File: config.mk
export PLATFORM = sky130hd
export DESIGN_NAME = cmgc_top
export DESIGN_NICKNAME = d
export VERILOG_FILES = /design/src/rtl/cmgc_pkg.sv /design/src/rtl/cmgc_stall_timer.sv /design/src/rtl/cmgc_top.sv
export VERILOG_INCLUDE_DIRS = /design/src /design/src/rtl
export SDC_FILE = /design/constraint.sdc
export NUM_CORES = 1
export LEC_CHECK = 0
export ABC_AREA = 0
export BUFFER_PORTS_ARGS = -buffer_cell sky130_fd_sc_hd__buf_2
export CAP_MARGIN = 20
export CORE_ASPECT_RATIO = 0.5
export CORE_MARGIN = 5
export CORE_UTILIZATION = 30
export CTS_CLUSTER_DIAMETER = 80
export CTS_CLUSTER_SIZE = 16
export DETAILED_ROUTE_END_ITERATION = 16
export PLACE_DENSITY = 0.55
export SETUP_SLACK_MARGIN = 0.1
export SLEW_MARGIN = 0
export SYNTH_ARGS = -nofsm -noshare
export SYNTH_HDL_FRONTEND = slang
export SYNTH_SLANG_ARGS = --single-unit
File: constraint.sdc
create_clock -name sys_clk -period 2.09 [get_ports sys_clk]
set_clock_uncertainty 0.15 [all_clocks]
set_input_delay 0.209 -clock sys_clk [delete_from_list [all_inputs] [get_ports sys_clk]]
set_output_delay 0.209 -clock sys_clk [all_outputs]
set_load 0.03 [all_outputs]
File: src/rtl/cmgc_map.svh
// cmgc_map.svh: register offsets, field positions, reset values, timing counts
// assumes: included by bare name from the clock mode and gain control files
`ifndef CMGC_MAP_SVH
`define CMGC_MAP_SVH

// ----------------------------------------------------------------
// register offsets
// ----------------------------------------------------------------
`define CMGC_OFS_MODE 8'h00
`define CMGC_OFS_MOSC 8'h01
`define CMGC_OFS_PCLK 8'h02
`define CMGC_OFS_STAT 8'h03

// ----------------------------------------------------------------
// field positions
// ----------------------------------------------------------------
`define CMGC_MODE_MAIN_EXT 7
`define CMGC_MODE_MAIN_PIN 6
`define CMGC_MODE_SUB_EXT 5
`define CMGC_MODE_SUB_PIN 4
`define CMGC_MODE_GAIN 0
`define CMGC_MOSC_STOP 7
`define CMGC_PCLK_RSV_HI 7
`define CMGC_PCLK_SUB_STS 5
`define CMGC_PCLK_SUB_START 4
`define CMGC_PCLK_RSV_LO 3
`define CMGC_STAT_STALL 0
`define CMGC_STAT_LOCK 1
`define CMGC_STAT_STAB 2

// ----------------------------------------------------------------
// reset values
// ----------------------------------------------------------------
`define CMGC_MODE_RST 8'h00
`define CMGC_MOSC_RST 8'h80
`define CMGC_PCLK_DIV_RST 3'h0

// ----------------------------------------------------------------
// timing
// ----------------------------------------------------------------
`define CMGC_CLK_PERIOD_NS 100
`define CMGC_STALL_MIN_NS 4060
`define CMGC_STALL_MAX_NS 16120
`define CMGC_STALL_MIN_CYC ((`CMGC_STALL_MIN_NS + `CMGC_CLK_PERIOD_NS - 1) / `CMGC_CLK_PERIOD_NS)
`define CMGC_STALL_MAX_CYC (`CMGC_STALL_MAX_NS / `CMGC_CLK_PERIOD_NS)
`define CMGC_EXT_STALL_CLKS 160
`define CMGC_STAB_CYC_DEF 256

`endif

File: src/rtl/cmgc_pkg.sv
// cmgc_pkg.sv: types of the clock mode and gain control block
// assumes: compiled before every other file of the block
package cmgc_pkg;

   // ----------------------------------------------------------------
   // cpu clock source and stall kinds
   // ----------------------------------------------------------------
   typedef enum logic [1:0] {
      CMGC_SRC_INT_HS,
      CMGC_SRC_MAIN_XTAL,
      CMGC_SRC_MAIN_EXT,
      CMGC_SRC_SUB
   } cmgc_src_type;

   typedef enum logic [1:0] {
      CMGC_ST_RUN,
      CMGC_ST_TIME,
      CMGC_ST_EXT,
      CMGC_ST_STAB
   } cmgc_stall_type;

   // ----------------------------------------------------------------
   // register bus request and mode outputs
   // ----------------------------------------------------------------
   typedef struct packed {
      logic [7:0] addr;
      logic [7:0] wdata;
      logic wr;
      logic rd;
   } cmgc_bus_req_type;

   typedef struct packed {
      logic main_ext_clock_input_select;
      logic main_osc_pin_mode_select;
      logic main_osc_stop;
      logic sub_osc_start_select;
      logic sub_ext_clock_input_select;
      logic sub_osc_pin_mode_select;
      logic high_freq_osc_gain_select;
   } cmgc_mode_type;

endpackage : cmgc_pkg

File: src/rtl/cmgc_stall_timer.sv
// cmgc_stall_timer.sv: down counter that holds busy for a loaded number of steps
// assumes: start is a one-cycle pulse; tick is a one-cycle pulse synchronous to sys_clk
module cmgc_stall_timer #(
   parameter int W = 9
) (
   input wire logic sys_clk, // system clock
   input wire logic rst, // synchronous reset, active high
   input wire logic start, // load the count
   input wire logic [W-1:0] load_val, // steps to wait
   input wire logic use_tick, // step on tick instead of every cycle
   input wire logic tick, // external step pulse
   output logic busy, // count not yet exhausted
   output logic last // final step taken this cycle
);

   logic [W-1:0] cnt_q;
   logic [W-1:0] cnt_d;
   logic use_tick_q;
   logic use_tick_d;
   logic step;

   // step source and end of count
   assign step = use_tick_q ? tick : 1'b1;
   assign busy = (cnt_q != '0);
   assign last = busy && step && (cnt_q == W'(1));

   // next count
   always_comb begin
      cnt_d = cnt_q;
      use_tick_d = use_tick_q;
      if (start) begin
         cnt_d = load_val;
         use_tick_d = use_tick;
      end else if (busy && step) begin
         cnt_d = cnt_q - W'(1);
      end
   end

   // count registers
   always_ff @(posedge sys_clk) begin
      if (rst) begin
         cnt_q <= '0;
         use_tick_q <= 1'b0;
      end else begin
         cnt_q <= cnt_d;
         use_tick_q <= use_tick_d;
      end
   end

endmodule : cmgc_stall_timer

File: src/rtl/cmgc_top.sv
// cmgc_top.sv: clock mode registers, write-once gain bit and cpu clock stall control
// assumes: register strobes one cycle long, never together; ext_clk_tick marks one
// external main clock period; stop_mode is high while the cpu sits in stop mode
//
// Overview of operation
// - The gain bit can change its value only once between two resets.
// - Setting the gain bit while the crystal clocks the cpu stops the cpu clock 4.06 to 16.12 us.
// - Setting the gain bit while the external main clock drives the cpu stops it for 160 clocks.
// - With gain set, stop release stalls 4.06-16.12 us on internal clock or 160 ext clocks.
// - With the crystal clocking the cpu, stop release waits the oscillation settling count.
//
// The register addresses and the address-and-strobe port are this design's own decisions.
`include "cmgc_map.svh"

module cmgc_top #(
   parameter int STAB_CYCLES = `CMGC_STAB_CYC_DEF, // crystal settling count
   parameter int TW = 9 // stall counter width
) (
   input wire logic sys_clk, // system clock, 10 MHz
   input wire logic rst, // synchronous reset, active high
   input wire cmgc_pkg::cmgc_bus_req_type bus_req, // register bus request
   output logic [7:0] rdata, // read data, cycle after read strobe
   input wire cmgc_pkg::cmgc_src_type cpu_clk_src, // clock now feeding the cpu
   input wire logic ext_clk_tick, // one pulse per external main clock
   input wire logic stop_mode, // cpu in stop mode
   output logic cpu_clk_enable, // cpu clock supplied
   output cmgc_pkg::cmgc_mode_type mode // pin mode and gain settings
);

   localparam int TIME_CYC = `CMGC_STALL_MIN_CYC;
   localparam int EXT_CLKS = `CMGC_EXT_STALL_CLKS;
   localparam int TIME_MAX_CYC = `CMGC_STALL_MAX_CYC;
   localparam logic [7:0] MOSC_RST = `CMGC_MOSC_RST;

   cmgc_pkg::cmgc_mode_type mode_q;
   cmgc_pkg::cmgc_mode_type mode_d;
   logic gain_lock_q;
   logic gain_lock_d;
   logic [2:0] clk_div_q;
   logic [2:0] clk_div_d;
   logic [7:0] rdata_q;
   logic [7:0] rdata_d;
   cmgc_pkg::cmgc_stall_type st_q;
   cmgc_pkg::cmgc_stall_type st_d;
   logic stop_q;
   logic on_sub;
   logic wr_mode;
   logic wr_mosc;
   logic wr_pclk;
   logic gain_rise;
   logic stop_release;
   logic t_start;
   logic [TW-1:0] t_load;
   logic t_use_tick;
   logic t_busy;
   logic t_last;

   assign on_sub = (cpu_clk_src == cmgc_pkg::CMGC_SRC_SUB);
   assign wr_mode = bus_req.wr && (bus_req.addr == `CMGC_OFS_MODE);
   assign wr_mosc = bus_req.wr && (bus_req.addr == `CMGC_OFS_MOSC);
   assign wr_pclk = bus_req.wr && (bus_req.addr == `CMGC_OFS_PCLK);
   assign stop_release = stop_q && !stop_mode;

   // ----------------------------------------------------------------
   // register writes
   // ----------------------------------------------------------------

   // mode registers with their write interlocks
   always_comb begin
      mode_d = mode_q;
      gain_lock_d = gain_lock_q;
      clk_div_d = clk_div_q;
      gain_rise = 1'b0;
      if (wr_mode) begin
         // main pin mode only while the main oscillator is stopped
         if (mode_q.main_osc_stop) begin
            mode_d.main_ext_clock_input_select = bus_req.wdata[`CMGC_MODE_MAIN_EXT];
            mode_d.main_osc_pin_mode_select = bus_req.wdata[`CMGC_MODE_MAIN_PIN];
         end
         // sub pin mode only while the cpu does not run on the sub clock
         if (!on_sub) begin
            mode_d.sub_ext_clock_input_select = bus_req.wdata[`CMGC_MODE_SUB_EXT];
            mode_d.sub_osc_pin_mode_select = bus_req.wdata[`CMGC_MODE_SUB_PIN];
         end
         // first real change of the gain bit locks it until reset
         if (!gain_lock_q &&
             (bus_req.wdata[`CMGC_MODE_GAIN] != mode_q.high_freq_osc_gain_select)) begin
            mode_d.high_freq_osc_gain_select = bus_req.wdata[`CMGC_MODE_GAIN];
            gain_lock_d = 1'b1;
            gain_rise = bus_req.wdata[`CMGC_MODE_GAIN];
         end
      end
      if (wr_mosc) begin
         mode_d.main_osc_stop = bus_req.wdata[`CMGC_MOSC_STOP];
      end
      if (wr_pclk) begin
         if (!on_sub) begin
            mode_d.sub_osc_start_select = bus_req.wdata[`CMGC_PCLK_SUB_START];
         end
         clk_div_d = bus_req.wdata[2:0];
      end
   end

   // register read mux, data valid one cycle after the strobe
   always_comb begin
      rdata_d = 8'h00;
      if (bus_req.rd) begin
         unique case (bus_req.addr)
            `CMGC_OFS_MODE: begin
               rdata_d[`CMGC_MODE_MAIN_EXT] = mode_q.main_ext_clock_input_select;
               rdata_d[`CMGC_MODE_MAIN_PIN] = mode_q.main_osc_pin_mode_select;
               rdata_d[`CMGC_MODE_SUB_EXT] = mode_q.sub_ext_clock_input_select;
               rdata_d[`CMGC_MODE_SUB_PIN] = mode_q.sub_osc_pin_mode_select;
               rdata_d[`CMGC_MODE_GAIN] = mode_q.high_freq_osc_gain_select;
            end
            `CMGC_OFS_MOSC: begin
               rdata_d[`CMGC_MOSC_STOP] = mode_q.main_osc_stop;
            end
            `CMGC_OFS_PCLK: begin
               // reserved bits 3 and 7 always read zero
               rdata_d[`CMGC_PCLK_SUB_STS] = on_sub;
               rdata_d[`CMGC_PCLK_SUB_START] = mode_q.sub_osc_start_select;
               rdata_d[2:0] = clk_div_q;
            end
            `CMGC_OFS_STAT: begin
               rdata_d[`CMGC_STAT_STALL] = t_busy;
               rdata_d[`CMGC_STAT_LOCK] = gain_lock_q;
               rdata_d[`CMGC_STAT_STAB] = (st_q == cmgc_pkg::CMGC_ST_STAB);
            end
            default: rdata_d = 8'h00; // unmapped reads as zero
         endcase
      end
   end

   // register state
   always_ff @(posedge sys_clk) begin
      if (rst) begin
         mode_q <= '0;
         mode_q.main_osc_stop <= MOSC_RST[`CMGC_MOSC_STOP];
         gain_lock_q <= 1'b0;
         clk_div_q <= `CMGC_PCLK_DIV_RST;
         rdata_q <= 8'h00;
      end else begin
         mode_q <= mode_d;
         gain_lock_q <= gain_lock_d;
         clk_div_q <= clk_div_d;
         rdata_q <= rdata_d;
      end
   end

   assign rdata = rdata_q;
   assign mode = mode_q;

   // ----------------------------------------------------------------
   // cpu clock stall control
   // ----------------------------------------------------------------

   // choose which stall, if any, to start
   always_comb begin
      t_start = 1'b0;
      t_load = '0;
      t_use_tick = 1'b0;
      st_d = st_q;
      if (st_q != cmgc_pkg::CMGC_ST_RUN && !t_busy) begin
         st_d = cmgc_pkg::CMGC_ST_RUN;
      end
      if (gain_rise && cpu_clk_src == cmgc_pkg::CMGC_SRC_MAIN_XTAL) begin
         t_start = 1'b1;
         t_load = TW'(TIME_CYC);
         st_d = cmgc_pkg::CMGC_ST_TIME;
      end else if (gain_rise && cpu_clk_src == cmgc_pkg::CMGC_SRC_MAIN_EXT) begin
         t_start = 1'b1;
         t_load = TW'(EXT_CLKS);
         t_use_tick = 1'b1;
         st_d = cmgc_pkg::CMGC_ST_EXT;
      end else if (stop_release) begin
         if (cpu_clk_src == cmgc_pkg::CMGC_SRC_MAIN_XTAL) begin
            t_start = 1'b1;
            t_load = TW'(STAB_CYCLES);
            st_d = cmgc_pkg::CMGC_ST_STAB;
         end else if (mode_q.high_freq_osc_gain_select &&
                      cpu_clk_src == cmgc_pkg::CMGC_SRC_INT_HS) begin
            t_start = 1'b1;
            t_load = TW'(TIME_CYC);
            st_d = cmgc_pkg::CMGC_ST_TIME;
         end else if (mode_q.high_freq_osc_gain_select &&
                      cpu_clk_src == cmgc_pkg::CMGC_SRC_MAIN_EXT) begin
            t_start = 1'b1;
            t_load = TW'(EXT_CLKS);
            t_use_tick = 1'b1;
            st_d = cmgc_pkg::CMGC_ST_EXT;
         end
      end
   end

   // stall kind and stop edge registers
   always_ff @(posedge sys_clk) begin
      if (rst) begin
         st_q <= cmgc_pkg::CMGC_ST_RUN;
         stop_q <= 1'b0;
      end else begin
         st_q <= st_d;
         stop_q <= stop_mode;
      end
   end

   // stall length counter
   cmgc_stall_timer #(
      .W(TW)
   ) u_timer (
      .sys_clk(sys_clk),
      .rst(rst),
      .start(t_start),
      .load_val(t_load),
      .use_tick(t_use_tick),
      .tick(ext_clk_tick),
      .busy(t_busy),
      .last(t_last)
   );

   // cpu clock gated during stop mode and any stall
   assign cpu_clk_enable = !stop_mode && !t_busy;

   // ----------------------------------------------------------------
   // assertions
   // ----------------------------------------------------------------

   // helper: length of the current stall in cycles and in external ticks
   logic [TW-1:0] hlp_cyc_q;
   logic [TW-1:0] hlp_tick_q;
   always_ff @(posedge sys_clk) begin
      if (rst || !t_busy || t_start) begin
         hlp_cyc_q <= '0;
         hlp_tick_q <= '0;
      end else begin
         hlp_cyc_q <= hlp_cyc_q + TW'(1);
         hlp_tick_q <= hlp_tick_q + TW'(ext_clk_tick);
      end
   end
endmodule : cmgc_top

==> results of run 1 <==
## final timing paths
kind | to | slack (ns) | start | cells past startpoint
hold reg to reg | mode[6] | 0.32 | mode[6] | 2
setup reg to reg | u_timer.cnt_q[5] | 0.23 | u_timer.cnt_q[0] | 7
hold / removal | clk_div_q[2] | 0.007 | bus_req[4] | 3
setup / recovery | u_timer.cnt_q[5] | 0.23 | u_timer.cnt_q[0] | 7
## cells by family (layout without fill, tap and decap cells)
family	Yosys count	in the layout
AND/OR/NAND/NOR	93	93
flip-flops	31	31
AO/OA/AOI/OAI	29	29
buffers and inverters	13	59
multiplexers	11	11
XOR/XNOR	5	5
adder cells (fa/ha/maj)	2	2
other	1	1
## sequential cells by signal (all words and copies together) (netlist names)
signal and count:
clk_div_q 3, gain_lock_q 1, mode 7, rdata 7
st_q 2, stop_q 1, u_timer.cnt_q 9, u_timer.use_tick_q 1
## what timing repair did
action	CTS	global route
endpoints found under the setup margin	2	7
cloned	0	0
setup buffers	0	1
hold endpoints to repair	1	0
hold buffers	1	0
gates resized for setup	2	11
pin swaps	0	2
## report_power, final
part	switching, mW	internal (mW)
Combinational	0.446	0.479
Sequential	0.126	0.679
Clock	0.222	0.233
## synthesized netlist by cell type, drive strengths merged, types with 2 or more instances
master  count
a211oi      2
nor4b       2
nand3       8
nand4       3
nor4        3
nor2       27
and2        2
a21oi      11
a31oi       2
nand3b      2
nor2b       4
ha          2
mux2i      11
buf         5
dfxtp      31
and3        3
nor3        6
xor2        4
nand2b      3
a211o       2
nand2      18
nand4b      2
inv         5
or3         2
nor3b       5
clkbuf      3
## metrics by stage
| stage | utilization, % | setup WS [ns] | std cells | hold WS, ns | power (mW) |
|---|---|---|---|---|---|
| floorplan | - | 0.2505 | 185 | 0.1281 | 1.410 |
| global placement | 37.51 | 0.1592 | 291 | 0.2921 | 1.603 |
| detailed placement | 37.51 | 0.1170 | 291 | 0.2974 | 1.621 |
| CTS | 39.53 | 0.1096 | 300 | 0.007384 | 2.114 |
| global route | 40.40 | 0.1049 | 301 | 0.0008483 | 2.365 |
| finish | 40.40 | 0.2254 | 301 | 0.006504 | 2.185 |
## final cells by class
class	instances	area (um^2)	area share, %
multi-input combinational	141	974.7	47.62
sequential	31	623.1	30.44
timing repair buffer	46	261.5	12.78
tap	70	87.58	4.279
clock buffer	7	76.32	3.729
inverter	5	18.77	0.9169
clock inverter	1	5.005	0.2445
## per-layer routing
layer  track usage, %  part of all wire [%]
met2            21.51                    47
met1            15.33                    47
met5                0                     0
met4            5.076                   1.5
met3            4.642                   4.5
## worst max-delay path, cell delays in order, from the launching register on
cell	delay [ns]
dfxtp_2	0.35
inv_2	0.06
ha_4	0.16
nor4b_4	0.13
a21oi_1	0.32
nand3_1	0.14
and3b_1	0.18
o31a_1	0.26
==> out/results.ini, run 1 <==
[sta]
setup-violations-final = 0
rsz0062_at_grt = false
max_freq_mhz = 536.3
hold_viol = 0
setup_tns_ns = 0
period_share_pct = 89.22
finalMaxSlewViolations = 0
period_needed_ns = 1.865

[synth]
synth-main-ff-cell = dfxtp_1
synthAdderAreaFrac_pct = 1.549
synth_fp_nets = 211
synth_cell_types = 50
yosys_warnings = 0
synth.avg_cell_area_um2 = 8.731
yosys-top-cells-area = dfxtp_1, mux2i_1, nor2_1
synth_top_area_share_pct = 38.42
synth.area.mux_share_pct = 6.816
synthSimpleGateAreaFrac_pct = 33.62
synth_top_family_by_area = simple AND/OR/NAND/NOR gates
yosys.area.top_type = dfxtp_1
synth_compound_area_share_pct = 13.01
syn_inst = 185
syn-cell-area_um2 = 1615
async_flop_share_pct = 0
ys_seq_area_share_pct = 38.42
ys_ff_latch = 31
synth_xor_area_share_pct = 2.711
synth_edf_count = 0

[setup_path]
cp-start-kind = register
crit_required_ns = 2.12
end_kind = register
arrival_ns = 1.89
cp_max_fo = 5
criticalPathCategory = register to register

[final_layout]
diodes = 0
num-fill-cells = 543
synthToLayoutAreaGrowth_pct = 26.72
layout_commonest_cell = buf_2
drive_above_1_share_pct = 30.30
fin_area_um2 = 2047
most-common-layout-cells = buf_2, dfxtp_1, nor2_1, nand2_1
fin_nets = 256

[global_route]
grt_max_degree = 17
antenna_found_initial = 0
overflow = 0
grt_pass1_wl_um = 6844
grt_pass1_vias = 1389
track_usage_pct = 12.77

[status]
outcome = finished clean

[place]
io_buffers = 37
place.detailed.hpwl_um = 3038
gp_congestion = 0.7626
place_area_um2 = 1901

[detailed_routing]
drc_errors = 0
post_drt_wl_per_cell_um = 13.46
via_per_inst = 4.870
dr.pass1.iters = 4
ant_nets = 0
vias = 1466
drt_wl_total_um = 4051
drt_iter0_drc = 48

[floorplan]
start_util_pct = 31.88
die_w_um = 113.8
chipHeight_um = 61.89
top_level_ports = 40
die_area_um2 = 7041
core_area_um2 = 5067
rows = 18

[power_and_ir_drop]
p_per_area_nw_per_um2 = 1068
ir_drop_v = 0.0003226
leakage_nw = 0.8896

[clock_network]
clock_latency_ns = 0.29
clk_path_buf_depth = 2
cts_tree = yes
cts_buffers = 5
htree_levels = 2
clkTransAtPathRegs_ns = 0.06
cts-root-buf = clkbuf_8
cts.sinks = 31

[worst_hold_path]
hold_path_class = primary input to register

[run]
drv_cap = 0

Power figures use the tool's default switching activity.
==> run 2, diff against run 1 <==
Settings changed: ABC_AREA 0 to 1.
==> out/results.ini, run 2 <==
[synth]
synth_top_family_by_area = simple AND/OR/NAND/NOR gates  ; unchanged
async_flop_share_pct = 0  ; unchanged
synth.avg_cell_area_um2 = 7.073  ; was 8.731 um^2
synth-main-ff-cell = dfxtp_1  ; unchanged
synthAdderAreaFrac_pct = 1.462  ; was 1.549%
ys_ff_latch = 31  ; unchanged
ys_seq_area_share_pct = 36.26  ; was 38.42%
synth_most_common_cell = nand2_1  ; was dfxtp_1
synth_fp_nets = 268  ; was 211
synth_edf_count = 0  ; unchanged
yosys.area.top_type = dfxtp_1  ; unchanged
synth_cell_types = 32  ; was 50
synth_compound_area_share_pct = 9.503  ; was 13.01%
yosys-top-cells-area = dfxtp_1, nand2_1, nor2_1  ; was dfxtp_1, mux2i_1, nor2_1
synth_xor_area_share_pct = 1.023  ; was 2.711%
synth_common_cells = nand2_1, nor2_1, dfxtp_1, inv_1, nand3_1  ; was dfxtp_1, nor2_1, nand2_1, a21oi_1, mux2i_1
synthSimpleGateAreaFrac_pct = 42.25  ; was 33.62%
synth_top_area_share_pct = 36.26  ; was 38.42%
syn-cell-area_um2 = 1712  ; was 1615 um^2
syn_inst = 242  ; was 185
yosys_warnings = 0  ; unchanged
synth.area.mux_share_pct = 0  ; was 6.816%

[final_layout]
fin_util_pct = 38.82  ; was 40.40%
most-common-layout-cells = nand2_1, nor2_1, buf_2, dfxtp_1, inv_1  ; was buf_2, dfxtp_1, nor2_1, nand2_1
top_register = u_timer.cnt_q  ; unchanged
fin_nets = 308  ; was 256
drive_above_1_share_pct = 26.15  ; was 30.30%
largest_register_ffs = 9  ; unchanged
synthToLayoutAreaGrowth_pct = 25.07  ; was 26.72%
fin_area_um2 = 2141  ; was 2047 um^2
layout_commonest_cell = nand2_1  ; was buf_2
diodes = 0  ; unchanged

[worst_hold_path]
hold_path_class = primary input to register  ; unchanged
hold_end = stop_q  ; was clk_div_q[2]
holdPathStages = 3  ; unchanged
hp-start = stop_mode  ; was bus_req[4]

[detailed_routing]
dr.pass1.iters = 4  ; unchanged
drc_errors = 0  ; unchanged
vias = 1597  ; was 1,466
drt_iter0_drc = 87  ; was 48
drt_wl_total_um = 4108  ; was 4051 um
via_per_inst = 4.486  ; was 4.870
ant_nets = 0  ; unchanged
post_drt_wl_per_cell_um = 11.54  ; was 13.46 um

[place]
io_buffers = 37  ; unchanged
place_ws_ns = 0.3735  ; was 0.1170 ns
gp_congestion = 0.8351  ; was 0.7626
place.detailed.hpwl_um = 3231  ; was 3038 um
place_area_um2 = 1964  ; was 1901 um^2

[floorplan]
rows = 19  ; was 18
die_w_um = 116.8  ; was 113.8 um
top_level_ports = 40  ; unchanged
die_area_um2 = 7408  ; was 7041 um^2
core_area_um2 = 5515  ; was 5067 um^2
chipHeight_um = 63.41  ; was 61.89 um
start_util_pct = 31.03  ; was 31.88%

[sta]
tightest_slew_ns = 0.4904
setup_tns_ns = 0  ; unchanged
finalMaxSlewViolations = 0  ; unchanged
period_needed_ns = 1.876  ; was 1.865 ns
rsz0062_at_grt = false  ; unchanged
period_share_pct = 89.76  ; was 89.22%
relSlewSlack_pct = 67.01
setup-violations-final = 0  ; unchanged
layout_setup_ws_ns = 0.2140  ; was 0.2254 ns
max_freq_mhz = 533.0  ; was 536.3 MHz
hold_viol = 0  ; unchanged

[power_and_ir_drop]
leakage_nw = 1.015  ; was 0.8896 nW
p_per_area_nw_per_um2 = 1082  ; was 1068 nW/um^2
report.power.total_mw = 2.316  ; was 2.185 mW
ir_drop_v = 0.0003501  ; was 0.0003226 V

[global_route]
overflow = 0  ; unchanged
antenna_found_initial = 0  ; unchanged
grt_pass1_wl_um = 7113  ; was 6844 um
grt_max_degree = 16  ; was 17
track_usage_pct = 11.91  ; was 12.77%
grt_pass1_vias = 1576  ; was 1,389

[clock_network]
clkTransAtPathRegs_ns = 0.05  ; was 0.06 ns
htree_levels = 2  ; unchanged
cts_tree = yes  ; unchanged
cts_setup_buffers = 0  ; unchanged
cts.sinks = 31  ; unchanged
clock_latency_ns = 0.27  ; was 0.29 ns
cts-root-buf = clkbuf_16  ; was clkbuf_8
cts_buffers = 5  ; unchanged
clk_path_buf_depth = 2  ; unchanged

[setup_path]
arrival_ns = 1.52  ; was 1.89 ns
cp-start-kind = register  ; unchanged
path_buf_inv = 4  ; was 1
worstPathCellList = inv_2 -> ha_1 -> inv_1 -> nor2_1 -> nand2_1 -> nor2_2 -> inv_2 -> nor2_1 -> buf_4  ; was inv_2 -> ha_4 -> nor4b_4 -> a21oi_1 -> nand3_1 -> and3b_1 -> o31a_1
cp_max_fo = 6  ; was 5
r2r_slack_ns = 0.40  ; was 0.23 ns
r2r_start = u_timer.cnt_q[0]  ; unchanged
criticalPathCategory = register to output pin  ; was register to register
crit_slowest_cell = dfxtp_1  ; was dfxtp_2
cpPeakStageDelay_ns = 0.31  ; was 0.35 ns
r2r-end = u_timer.cnt_q[1]  ; was u_timer.cnt_q[5]
cp_top_family = buffers and inverters  ; was compound AO/OA/AOI/OAI gates
ff2ff_path_depth = 10  ; was 7
crit_required_ns = 1.73  ; was 2.12 ns
end_kind = output pin  ; was register

[run]
drv_cap = 0  ; unchanged

[status]
outcome = finished clean  ; unchanged

[run 2: cell count changes after synthesis, moves of 6 or more]
cell / change
a21oi_1: +6
inv_1: +24
mux2i_1: -11
nand2_1: +29
nand3_1: +14
nor2_1: +13
nor2_4: +6
o21ai_0: +9
[run 2: where the power goes]
part / total (mW) / leakage [nW] / switching [mW] / internal (mW)
Combinational: 0.752 / 0.676 / 0.472 / 0.280
Sequential: 0.720 / 0.252 / 0.0548 / 0.665
Clock: 0.845 / 0.0868 / 0.253 / 0.592
[run 2: metal layers]
layer / up-vias / wire [um] / global-route usage, %
met1: 719 / 1986 / 15.35
li1: 848 / - / -
met5: - / 0 / 0
met2: 25 / 1855 / 19.55
met4: 0 / 45 / 3.004
met3: 5 / 222 / 3.346
[run 2: metrics by stage]
stage	cells	hold slack (ns)
after CTS	356	0.01316
final	356	0.01438
after detailed placement	348	0.2958
after floorplan	242	0.1660
after global placement	348	0.2900
after global routing	356	0.04056
[run 2: cells by family after synthesis]
logic type                 Yosys count
and+or+nand+nor                    137
adders and majority gates            2
DFF                                 31
xor gates and xnor gates             2
buffers and inverters               39
other                                1
AOI/OAI and AO/OA                   30
[run 2: what timing repair did]
item,4_1_cts,5_1_grt
setup endpoints to repair,1,1
hold buffers,0,0
gates resized for setup,2,1
[run 2: how the worst max path moves through the flow]
stage / from / to / slack (ns) / depth (start not counted)
5_1_grt: u_timer.cnt_q[0] / cpu_clk_enable / 0.10 / 9
4_1_cts: u_timer.cnt_q[0] / cpu_clk_enable / 0.16 / 9
6_report: u_timer.cnt_q[0] / cpu_clk_enable / 0.21 / 9
3_5_place_dp: u_timer.cnt_q[0] / cpu_clk_enable / 0.37 / 9
3_3_place_gp: u_timer.cnt_q[0] / cpu_clk_enable / 0.38 / 9
2_1_floorplan: u_timer.cnt_q[0] / cpu_clk_enable / 0.36 / 8
[run 2: final cells by class]
cell class / count / area [um^2]
fillers: 597 / 3374
multi-input cells: 172 / 932.1
flip-flops and latches: 31 / 620.6
repair buffers: 38 / 195.2
clock buffers: 6 / 138.9
inverters: 34 / 127.6
well taps: 73 / 91.34
clock inverters: 2 / 35.03
[run 2: worst min-delay path, delay by kind of cell]
family / cells / cell delay (ns)
simple gates: 1 / 0.03
buf+inv: 2 / 0.16
